File: config.mk
export PLATFORM = sky130hd
export DESIGN_NAME = pecl_top
export DESIGN_NICKNAME = d
export VERILOG_FILES = /design/src/logic/pecl_top.v /design/src/logic/pecl_pin_select.v
export VERILOG_INCLUDE_DIRS = /design/src /design/src/logic
export SDC_FILE = /design/constraint.sdc
export NUM_CORES = 1
export LEC_CHECK = 0
export BUFFER_PORTS_ARGS = -buffer_cell sky130_fd_sc_hd__buf_2
export CAP_MARGIN = 20
export CORE_ASPECT_RATIO = 0.5
export CORE_MARGIN = 2
export CORE_UTILIZATION = 36
export DETAILED_ROUTE_END_ITERATION = 16
export HOLD_SLACK_MARGIN = 0.08
export PLACE_DENSITY = 0.88
export REMOVE_ABC_BUFFERS = 1
export SYNTH_ARGS = -nofsm -noshare
export SYNTH_HDL_FRONTEND = slang
export SYNTH_SLANG_ARGS = --single-unit
File: constraint.sdc
create_clock -name clock -period 2.04 [get_ports clock]
set_input_delay 0.408 -clock clock [delete_from_list [all_inputs] [get_ports clock]]
set_output_delay 0.408 -clock clock [all_outputs]
set_load 0.05 [all_outputs]
File: src/logic/pecl_map.vh
// address map, field positions and reset values of the peripheral enable block
// Notes on behaviour
// Registers decode inside the 4K block at 0x01b3f000; enable register sits at the base.
// Registers are reached only through the configuration bus port.
// Enable register bits 31:7 and 4 read zero; writes there are ignored.
// Bit 6 enables the second video port; zero at reset keeps it off and powered down.
// Bit 5 enables the first video port; zero at reset keeps it off and powered down.
// Bit 3 enables the two-wire controller; zero at reset keeps it off and powered down.
// Bit 2 resets to one; software must clear it; it drives no peripheral. Here it drives unsupported_serial_port_enable.
// Bit 1 enables the buffered serial port, one at reset; zero powers it down.
// Bit 0 high gives shared pins to the audio port, low to video upper data.
// Video lower data pins follow bits 2 and 5, whatever bit 0 holds.
// Writing exactly 0x10c0010c to the lock register unlocks the enable register.
// Lock register read returns one while locked, zero while unlocked.
// Enable bits change only while unlocked; locked writes have no effect.
// Software should not reassign shared pins at run time.
// Software should stop peripheral traffic before clearing its enable.
// Lock register sits at 0x01b3f018; status in bit 0, key written as 32 bits.
// Lock status resets to locked; locked writes keep contents, reads unaffected.
// Any write to the enable register relocks it.
// Masters wait 128 processor cycles after enabling before touching the peripheral.
// Enable, power-down and pin selects follow register state with no extra delay.
`ifndef PECL_MAP_VH
`define PECL_MAP_VH

`define PECL_BLOCK_BASE 32'h01b3f000
`define PECL_BLOCK_MASK 32'hfffff000
`define PECL_OFS_ENABLE 12'h000
`define PECL_OFS_LOCK 12'h018
`define PECL_UNLOCK_KEY 32'h10c0010c

`define PECL_BIT_AUDIO_SEL 0
`define PECL_BIT_SERIAL_EN 1
`define PECL_BIT_UNSUP_EN 2
`define PECL_BIT_TWO_WIRE_EN 3
`define PECL_BIT_VIDEO1_EN 5
`define PECL_BIT_VIDEO2_EN 6

`define PECL_WRITABLE_MASK 7'h6f
`define PECL_ENABLE_RESET 7'h06
`define PECL_LOCK_RESET 1'b1

`define PECL_LOWER_IDLE 2'h0
`define PECL_LOWER_VIDEO 2'h1
`define PECL_LOWER_SERIAL 2'h2

`define PECL_SETTLE_CYCLES 128

`endif

File: src/logic/pecl_top.v
// peripheral enable register with unlock key, on the configuration bus port
`timescale 1ns/1ps
`default_nettype none
`include "pecl_map.vh"

module pecl_top (
   // clock and reset
   input wire clock,
   input wire nrst,
   // configuration bus port
   input wire cfg_req,
   input wire cfg_wr,
   input wire [31:0] cfg_addr,
   input wire [31:0] cfg_wdata,
   output reg cfg_ack,
   output reg [31:0] cfg_rdata,
   // peripheral enables and power-down
   output reg second_video_port_enable,
   output reg second_video_port_pd,
   output reg first_video_port_enable,
   output reg first_video_port_pd,
   output reg two_wire_controller_enable,
   output reg two_wire_controller_pd,
   output reg buffered_serial_port_enable,
   output reg buffered_serial_port_pd,
   output reg unsupported_serial_port_enable,
   // shared pin steering
   output reg audio_port_pin_select,
   output reg video_upper_pins_on,
   output reg [1:0] video_lower_pin_sel,
   // lock state
   output reg config_locked_flag
);

   // ----------------------------------------
   // decode
   // ----------------------------------------
   function in_block;
      input [31:0] addr;
      begin
         in_block = (addr & `PECL_BLOCK_MASK) == `PECL_BLOCK_BASE;
      end
   endfunction

   wire hit = cfg_req & in_block(cfg_addr);
   wire [11:0] ofs = cfg_addr[11:0];
   wire sel_enable = hit & (ofs == `PECL_OFS_ENABLE);
   wire sel_lock = hit & (ofs == `PECL_OFS_LOCK);
   wire wr_enable = sel_enable & cfg_wr;
   wire wr_lock = sel_lock & cfg_wr;

   // ----------------------------------------
   // register state
   // ----------------------------------------
   reg [6:0] enable_q;
   reg [6:0] enable_d;
   reg lock_d;

   always @* begin
      enable_d = enable_q;
      // only writable bits move, and only while unlocked
      if (wr_enable && !config_locked_flag) begin
         enable_d = (cfg_wdata[6:0] & `PECL_WRITABLE_MASK) |
                    (enable_q & ~`PECL_WRITABLE_MASK);
      end
   end

   always @* begin
      lock_d = config_locked_flag;
      if (wr_enable) begin
         lock_d = 1'b1;
      end else if (wr_lock) begin
         // a wrong key locks again rather than leaving the door open
         lock_d = (cfg_wdata != `PECL_UNLOCK_KEY);
      end
   end

   wire pin_audio_d;
   wire pin_upper_d;
   wire [1:0] pin_lower_d;

   pecl_pin_select u_pin_select (
      .enable_value(enable_d),
      .audio_port_pin_select(pin_audio_d),
      .video_upper_pins_on(pin_upper_d),
      .video_lower_pin_sel(pin_lower_d)
   );

   // ----------------------------------------
   // state and outputs
   // ----------------------------------------
   // outputs are loaded from the next value, so they move with the register itself
   always @(posedge clock or negedge nrst) begin
      if (!nrst) begin
         enable_q <= `PECL_ENABLE_RESET;
         config_locked_flag <= `PECL_LOCK_RESET;
         second_video_port_enable <= 1'b0;
         second_video_port_pd <= 1'b1;
         first_video_port_enable <= 1'b0;
         first_video_port_pd <= 1'b1;
         two_wire_controller_enable <= 1'b0;
         two_wire_controller_pd <= 1'b1;
         buffered_serial_port_enable <= 1'b1;
         buffered_serial_port_pd <= 1'b0;
         unsupported_serial_port_enable <= 1'b1;
         audio_port_pin_select <= 1'b0;
         video_upper_pins_on <= 1'b1;
         video_lower_pin_sel <= `PECL_LOWER_SERIAL;
      end else begin
         enable_q <= enable_d;
         config_locked_flag <= lock_d;
         second_video_port_enable <= enable_d[`PECL_BIT_VIDEO2_EN];
         second_video_port_pd <= ~enable_d[`PECL_BIT_VIDEO2_EN];
         first_video_port_enable <= enable_d[`PECL_BIT_VIDEO1_EN];
         first_video_port_pd <= ~enable_d[`PECL_BIT_VIDEO1_EN];
         two_wire_controller_enable <= enable_d[`PECL_BIT_TWO_WIRE_EN];
         two_wire_controller_pd <= ~enable_d[`PECL_BIT_TWO_WIRE_EN];
         buffered_serial_port_enable <= enable_d[`PECL_BIT_SERIAL_EN];
         buffered_serial_port_pd <= ~enable_d[`PECL_BIT_SERIAL_EN];
         // drives the unsupported_serial_port_enable output and also steers the video lower pins to the serial setting
         unsupported_serial_port_enable <= enable_d[`PECL_BIT_UNSUP_EN];
         audio_port_pin_select <= pin_audio_d;
         video_upper_pins_on <= pin_upper_d;
         video_lower_pin_sel <= pin_lower_d;
      end
   end

   // ----------------------------------------
   // bus answer
   // ----------------------------------------
   // reads show the state before any write in the same request
   always @(posedge clock or negedge nrst) begin
      if (!nrst) begin
         cfg_ack <= 1'b0;
         cfg_rdata <= 32'h00000000;
      end else begin
         cfg_ack <= hit;
         if (hit && !cfg_wr && sel_enable) begin
            cfg_rdata <= {25'h0, enable_q};
         end else if (hit && !cfg_wr && sel_lock) begin
            cfg_rdata <= {31'h0, config_locked_flag};
         end else begin
            cfg_rdata <= 32'h00000000;
         end
      end
   end

endmodule
`default_nettype wire

File: src/logic/pecl_pin_select.v
// shared pin steering decoded from the enable register value
`timescale 1ns/1ps
`default_nettype none
`include "pecl_map.vh"

module pecl_pin_select (
   // register value
   input wire [6:0] enable_value,
   // pin steering
   output wire audio_port_pin_select,
   output wire video_upper_pins_on,
   output reg [1:0] video_lower_pin_sel
);

   assign audio_port_pin_select = enable_value[`PECL_BIT_AUDIO_SEL];
   assign video_upper_pins_on = ~enable_value[`PECL_BIT_AUDIO_SEL];

   // unsupported serial port takes priority over the video port
   always @* begin
      if (enable_value[`PECL_BIT_UNSUP_EN]) begin
         video_lower_pin_sel = `PECL_LOWER_SERIAL;
      end else if (enable_value[`PECL_BIT_VIDEO1_EN]) begin
         video_lower_pin_sel = `PECL_LOWER_VIDEO;
      end else begin
         video_lower_pin_sel = `PECL_LOWER_IDLE;
      end
   end

endmodule
`default_nettype wire

==> metrics.md, run 1 <==
| Metric | Value |
|---|---|
| Max-capacitance violation count | 0 |
| Initial DRT Pass Iterations | 13 |
| Combinational Power Share | 0.226 |
| Pwr dens | 525 nW/um^2 |
| H-tree levels | 1 |
| Clock Skew | 2.19 ps |
| Worst Path Arrival | 1900 ps |
| Fillers | 269 |
| Kind of critical path | primary input to flop |
| Detailed Place HPWL | 2530 um |
| Sequential power share | 0.477 |
| Netlist cell types | 31 |
| Most frequent cells after synthesis | buf_4 (26), dfrtp_1 (14), dfstp_2 (7) |
| Via Count | 1,103 |
| CP Max Fanout | 12 |
| Post-Syn Area per Cell | 11.2 um^2 |
| Setup Buffers After CTS | 0 |
| Reg2Reg Setup Slack | between 500 and 600 ps |
| RSZ-0062 raised after global routing | false |
| Switch share | 0.305 |
| Clk buf depth | 2 |
| Total routed wirelength | roughly 3000 um |
| Fin crit share | 0.861 |
| GRT Util Overall | 0.151 |
| Port buffer count | 89 |
| Vias in the first global route | about 1.0k |
| Crit. path cell count | 6 |
| Area growth syn-to-layout | 38.4% |
| Final non-filler cell total | 242 |
| Total clock sinks | 21 |
| Main synth FF type | dfrtp_1 |
| Die Ht | 45.0 um |
| # rows | 14 |
| Top post-synthesis cells by area | dfrtp_1 (29%), buf_4 (16%), dfstp_2 (15%) |
| Max VDD drop | 218 uV |
| Dpl ws | 8.66 ps |
| Worst-Skew Late Latency | 260 ps |
| WHS | just under 90 ps |
| Clock power share | 0.298 |
| CTS Root Cell | clkbuf_8 |
| Antenna-violating nets left | 0 |
| Status | complete, but fails checks |
| Post-Synthesis Cells | 108 |
| Mapped cell area | 1210 um^2 |
| Remaining DRCs | 5 |
| Total grt overflow | 0 |
| Placed Area | 1630 um^2 |
| GPL Wtd Cong | 0.702 |
| Crit path from | cfg_addr[22] |
| Synth warn | 0 |
| Cell taking the most area after synthesis | dfrtp_1 |
| Largest stage delay, worst path | 350 ps |
| Critical-path top delay cell | nor4bb_1 |
| Final critical-path required period | around 1800 ps |
| Worst setup path end | enable_q[3]$_DFFE_PN0N_ |
| WL per Instance | about 12 um |
| Drt initial violations | 74 |
| Reg clk slew, reported paths | around 70 ps |
| Largest net degree at the start of global routing | 22 |
| FF-to-FF End | enable_q[3]$_DFFE_PN0N_ |
| # setup viols final | 0 |
| Fmax | 570 MHz |
| ANT cells | 0 |
| FF-to-FF path depth | 5 |
| Synth top area share | 0.290 |
| Req. time, crit path | 2180 ps |
| Top delay family on crit path | simple AND/OR/NAND/NOR gates |
| # IOs | about 120 |
| Post-CTS resize count | 0 |
| Hold crit path type | primary input to async pin |
| Post-CTS Hold Buffers | 0 |
| P_sw | 268 uW |
| Die area | around 3900 um^2 |
| Crit Reg-Reg Startpoint | config_locked_flag$_DFFE_PN1P_ |
| Setup slack after layout | 284 ps |
| Initial core utilization | 0.389 |
| Area occupied by multi-input gates | 553 um^2 |
| CTS tree | done |
| CP Buf/Inv Count | 2 |
| Crit. End Element | flop |
| Die width | 85.9 um |
| Int Pwr | 610 uW |
| Placed cell count | ~240 |
| Final Cell Area | 1670 um^2 |
| Number of synthesized register bits | 21 |
| Pins Over Slew Limit | 0 |
| Crit-path cells | buf_2 > nor4bb_1 > nand3b_1 > nor4_4 > buf_12 > mux2_2 |
| Storage cell area | 534 um^2 |
| First-pass GRT wire length | 4410 um |
| P_leak | 0.893 nW |
| Top-count cell post-synth | buf_4 |
| Cts bufs inserted | 3 |
| Post-synthesis async set-or-reset flop share | 1.00 |
| Total power | 877 uW |
| Register area share after synthesis | 0.442 |
| Layout net count | 271 |
| Fin. Hold Viols | 0 |
| Core footprint | slightly above 3000 um^2 |
| Share of cells above drive strength 1 | 0.569 |
| DR vias/cell | 4.56 |
| EDFF count, synth | 0 |
| Type of origin of the critical path | primary input |
| Initial antenna violation count | 0 |
| Failing checks | design-rule violations |
[kinds of logic after synthesis]
family | count (synthesis) | share of synthesized area
compound gates | 4 | 0.0238
mux | 12 | 0.106
other cells | 1 | 0.00311
flops | 21 | 0.442
buf+inv | 29 | 0.177
simple gates | 41 | 0.248
[layout make-up]
type / count / area share
Sequential cell: 21 / 0.320
Inverter: 2 / 0.00449
Clock buffer: 3 / 0.0247
Timing Repair Buffer: 92 / 0.287
Multi-Input combinational cell: 83 / 0.331
Clock inverter: 1 / 0.00299
Tap cell: 40 / 0.0299
[stage by stage]
step,utilization,TNS [ps]
after floorplan,-,-68.9
after global placement,0.524,0
after detailed placement,0.524,0
after CTS,0.539,0
after global routing,0.539,0
final,0.539,0
[per-layer routing]
| metal | vias up | part of all wire | GRT usage | routed length [um] |
|---|---|---|---|---|
| li1 | 524 | - | - | - |
| met1 | 514 | 0.33 | 0.143 | 986 |
| met2 | 60 | 0.56 | 0.324 | 1650 |
| met3 | 5 | 0.093 | 0.0402 | 275 |
| met4 | 0 | 0.011 | 0.0444 | 31 |
| met5 | - | 0 | 0 | 0 |
[flip-flops by register name (all words and copies together), names as in the netlist]
register / flops
enable_q: 6
buffered_serial_port_pd: 1
cfg_ack: 1
two_wire_controller_pd: 1
video_upper_pins_on: 1
config_locked_flag: 1
first_video_port_pd: 1
video_lower_pin_sel: 1
cfg_rdata: 7
second_video_port_pd: 1
[power by group through the flow]
stage / Clock (mW) / Sequential [mW] / Combinational [mW]
final: 0.261 / 0.418 / 0.198
after global routing: 0.287 / 0.418 / 0.210
after CTS: 0.266 / 0.418 / 0.198
after detailed placement: 0 / 0.426 / 0.198
after global placement: 0 / 0.425 / 0.192
after floorplan: 0 / 0.429 / 0.116
[worst min path at each step]
stage	end	slack, ps	depth (start not counted)
finish	enable_q[3]$_DFFE_PN0N_	90	1
global route	cfg_rdata[5]$_DFF_PN0_	110	1
CTS	cfg_rdata[5]$_DFF_PN0_	100	1
detailed placement	cfg_rdata[6]$_DFF_PN0_	380	1
global placement	cfg_rdata[3]$_DFF_PN0_	370	1
floorplan	buffered_serial_port_pd$_DFF_PN0_	110	0
[layout by cell type (no fill, tap or decap), types with 2 or more instances in the layout]
| master | Yosys | layout |
|---|---|---|
| mux2_2 | 6 | 6 |
| buf_4 | 26 | 2 |
| dfstp_2 | 7 | 7 |
| clkbuf_8 | 0 | 3 |
| or4_1 | 2 | 2 |
| nand2b_1 | 2 | 2 |
| nand4_1 | 2 | 2 |
| and2_1 | 6 | 6 |
| nor4_1 | 5 | 5 |
| buf_2 | 0 | 89 |
| dfrtp_1 | 14 | 14 |
| nor2_1 | 5 | 5 |
| inv_1 | 2 | 2 |
| mux2i_1 | 6 | 6 |
| nor4b_1 | 4 | 4 |
| conb_1 | 1 | 26 |
| nand3_1 | 3 | 3 |
| and4bb_2 | 2 | 2 |
(Power assumes the default switching activity.)
==> run 2: changes to the inputs <==
--- a/config.mk
+++ b/config.mk
@@ -10,5 +10,5 @@
 export CAP_MARGIN = 20
 export CORE_ASPECT_RATIO = 0.5
-export CORE_MARGIN = 2
+export CORE_MARGIN = 4
 export CORE_UTILIZATION = 36
 export DETAILED_ROUTE_END_ITERATION = 16
==> constraint.sdc (replaced) <==
create_clock -name clock -period 2.04 [get_ports clock]
set_input_delay 0.102 -clock clock [delete_from_list [all_inputs] [get_ports clock]]
set_output_delay 0.102 -clock clock [all_outputs]
set_load 0.05 [all_outputs]
==> run 2 against run 1 <==
Compared with the run above: the flow now finishes without violations; maximum frequency fell by 2.4%; clock power barely moved; sequential share of layout area fell by 0.91 points; worst hold slack improved by 35 ps; combinational power rose by 6%; routed wire length rose by 15%; clock-buffer cell count rose by 1; cell count rose by 2.5%; sequential power barely moved; sequential cell count did not move; critical path type unchanged; critical endpoint is now config_locked_flag$_DFFE_PN1P_.
==> metrics.md, run 2 (synthesis gave the netlist of run 1 again) <==
| Metric | Value |
|---|---|
| Status | finished, final reports clean |
| GPL Wtd Cong | roughly 0.76 |
| Kind of critical path | primary input to flop |
| Hold crit path type | primary input to flop |
| Cts bufs inserted | 3 |
| Reg with most FFs | cfg_rdata |
| Fmax | 556 MHz |
| CP Max Fanout | 3 |
| Int Pwr | 621 uW |
| Worst-Skew Late Latency | 250 ps |
| Crit. End Element | flop |
| Switch share | 0.302 |
| Remaining DRCs | 0 |
| Antenna-violating nets left | 0 |
| Initial DRT Pass Iterations | 4 |
| Critical-path top delay cell | dlygate4sd3_1 |
| Max VDD drop | between 200 and 250 uV |
| Largest stage delay, worst path | 560 ps |
| CTS Root Cell | clkbuf_8 |
| ANT cells | 0 |
| RSZ-0062 raised after global routing | false |
| Setup Buffers After CTS | 0 |
| Clock power share | 0.295 |
| # IOs | 115 |
| Post-CTS Hold Buffers | 7 |
| Largest register FFs | 7 |
| DR vias/cell | 4.54 |
| Most common cell after layout, fill and taps aside | buf_2 |
| Post-CTS resize count | 0 |
| Initial antenna violation count | 0 |
| Vias in the first global route | 1,219 |
| # setup viols final | 0 |
| Clk buf depth | 2 |
| Crit-path cells | dlygate4sd3_1 > buf_2 > nor4b_1 > nand2_1 > or4_1 > o31a_1 |
| Layout net count | 277 |
| Clock Skew | 0.870 ps |
| Via Count | 1,125 |
| Area growth syn-to-layout | 42.5% |
| Total grt overflow | 0 |
| Total routed wirelength | 3390 um |
| Largest net degree at the start of global routing | 22 |
| Die Ht | 49.0 um |
| Final design utilization | 0.555 |
| H-tree levels | 1 |
| Die area | 4400 um^2 |
| Share of cells above drive strength 1 | 0.543 |
| Req. time, crit path | 2220 ps |
| Final Cell Area | 1720 um^2 |
| Pins Over Slew Limit | 0 |
| P_leak | 0.912 nW |
| Fillers | 263 |
| Placed Area | 1610 um^2 |
| Detailed Place HPWL | 2760 um |
| Initial core utilization | 0.389 |
| Reg clk slew, reported paths | ~70 ps |
| WL per Instance | between 10 and 15 um |
| First-pass GRT wire length | around 5400 um |
| Max-capacitance violation count | 0 |
| Worst Path Arrival | 1980 ps |
| Pwr dens | 518 nW/um^2 |
| CTS tree | done |
| Final critical-path required period | 1800 ps |
| Biggest registers after layout | cfg_rdata: 7 flops, enable_q: 6 flops |
| Setup tns final | 0 ps |
| Combinational Power Share | 0.236 |
| P_sw | between 200 and 300 uW |
| Port buffer count | 89 |
| Core footprint | 3100 um^2 |
| Type of origin of the critical path | primary input |
| Die width | 89.9 um |
| Fin. Hold Viols | 0 |
| GRT Util Overall | 0.149 |
| Fin crit share | 0.882 |
| Most frequent cells in the layout | buf_2 (89), conb_1 (26), dfrtp_1 (14), dfstp_2 (7), dlygate4sd3_1 (7) |
| Drt initial violations | 52 |
| Total clock sinks | 21 |
| # rows | 14 |
| Sequential power share | 0.469 |
run 2: cell count changes in the layout (fill, tap and decap cells not counted):
| cell | before | now |
|---|---|---|
| dlygate4sd3_1 | 0 | 7 |
| buf_12 | 1 | 0 |
| clkbuf_1 | 0 | 1 |
| clkinv_2 | 1 | 0 |
run 2: worst max-delay path, delay by kind of cell:
kind | cells | cell delay [ps]
AO/OA/AOI/OAI | 1 | 310
buffers and inverters | 2 | 710
AND/OR/NAND/NOR | 3 | 860
run 2: metal layers:
metal | up-vias | track usage | share of wire
met5 | - | 0 | 0
met4 | 0 | 0.0609 | 0.025
met3 | 8 | 0.0324 | 0.084
met2 | 62 | 0.305 | 0.54
met1 | 521 | 0.146 | 0.35
li1 | 534 | - | -
run 2: final timing paths:
kind | startpoint | to | slack (ps) | cells after the start
setup / recovery | cfg_wdata[6] | config_locked_flag$_DFFE_PN1P_ | 240 | 6
hold / removal | cfg_wdata[2] | enable_q[2]$_DFF_PN1_ | 120 | 2
setup reg to reg | config_locked_flag$_DFFE_PN1P_ | enable_q[0]$_DFFE_PN0N_ | 480 | 5
hold reg to reg | enable_q[6]$_DFFE_PN0P_ | second_video_port_pd$_DFF_PN1_ | 470 | 1
max in group asynchronous | nrst | first_video_port_pd$_DFF_PN1_ | 1360 | 2
min in group asynchronous | nrst | cfg_rdata[4]$_DFF_PN0_ | 340 | 2
run 2: per-stage QoR:
step,worst slack (ps),hold slack (ps),instances,power (mW)
final,240,125,248,0.890
after global routing,211,121,248,0.934
after CTS,314,116,248,0.895
after detailed placement,247,80.8,237,0.622
after global placement,335,63.5,237,0.618
after floorplan,194,-194,106,0.545
run 2: power by group through the flow:
stage          Combinational (mW)  Clock, mW  Sequential (mW)
6_report                    0.210      0.263            0.418
5_1_grt                     0.223      0.292            0.418
4_1_cts                     0.208      0.269            0.418
3_5_place_dp                0.197          0            0.425
3_3_place_gp                0.193          0            0.425
2_1_floorplan               0.116          0            0.429
run 2: area by class of cell:
type	instances	area [um^2]	area share
clock buffer	4	45.0	0.0262
multi-input combinational	83	553	0.321
sequential	21	534	0.311
tap	40	50.0	0.0291
timing repair buffer	98	531	0.308
inverter	2	7.51	0.00436
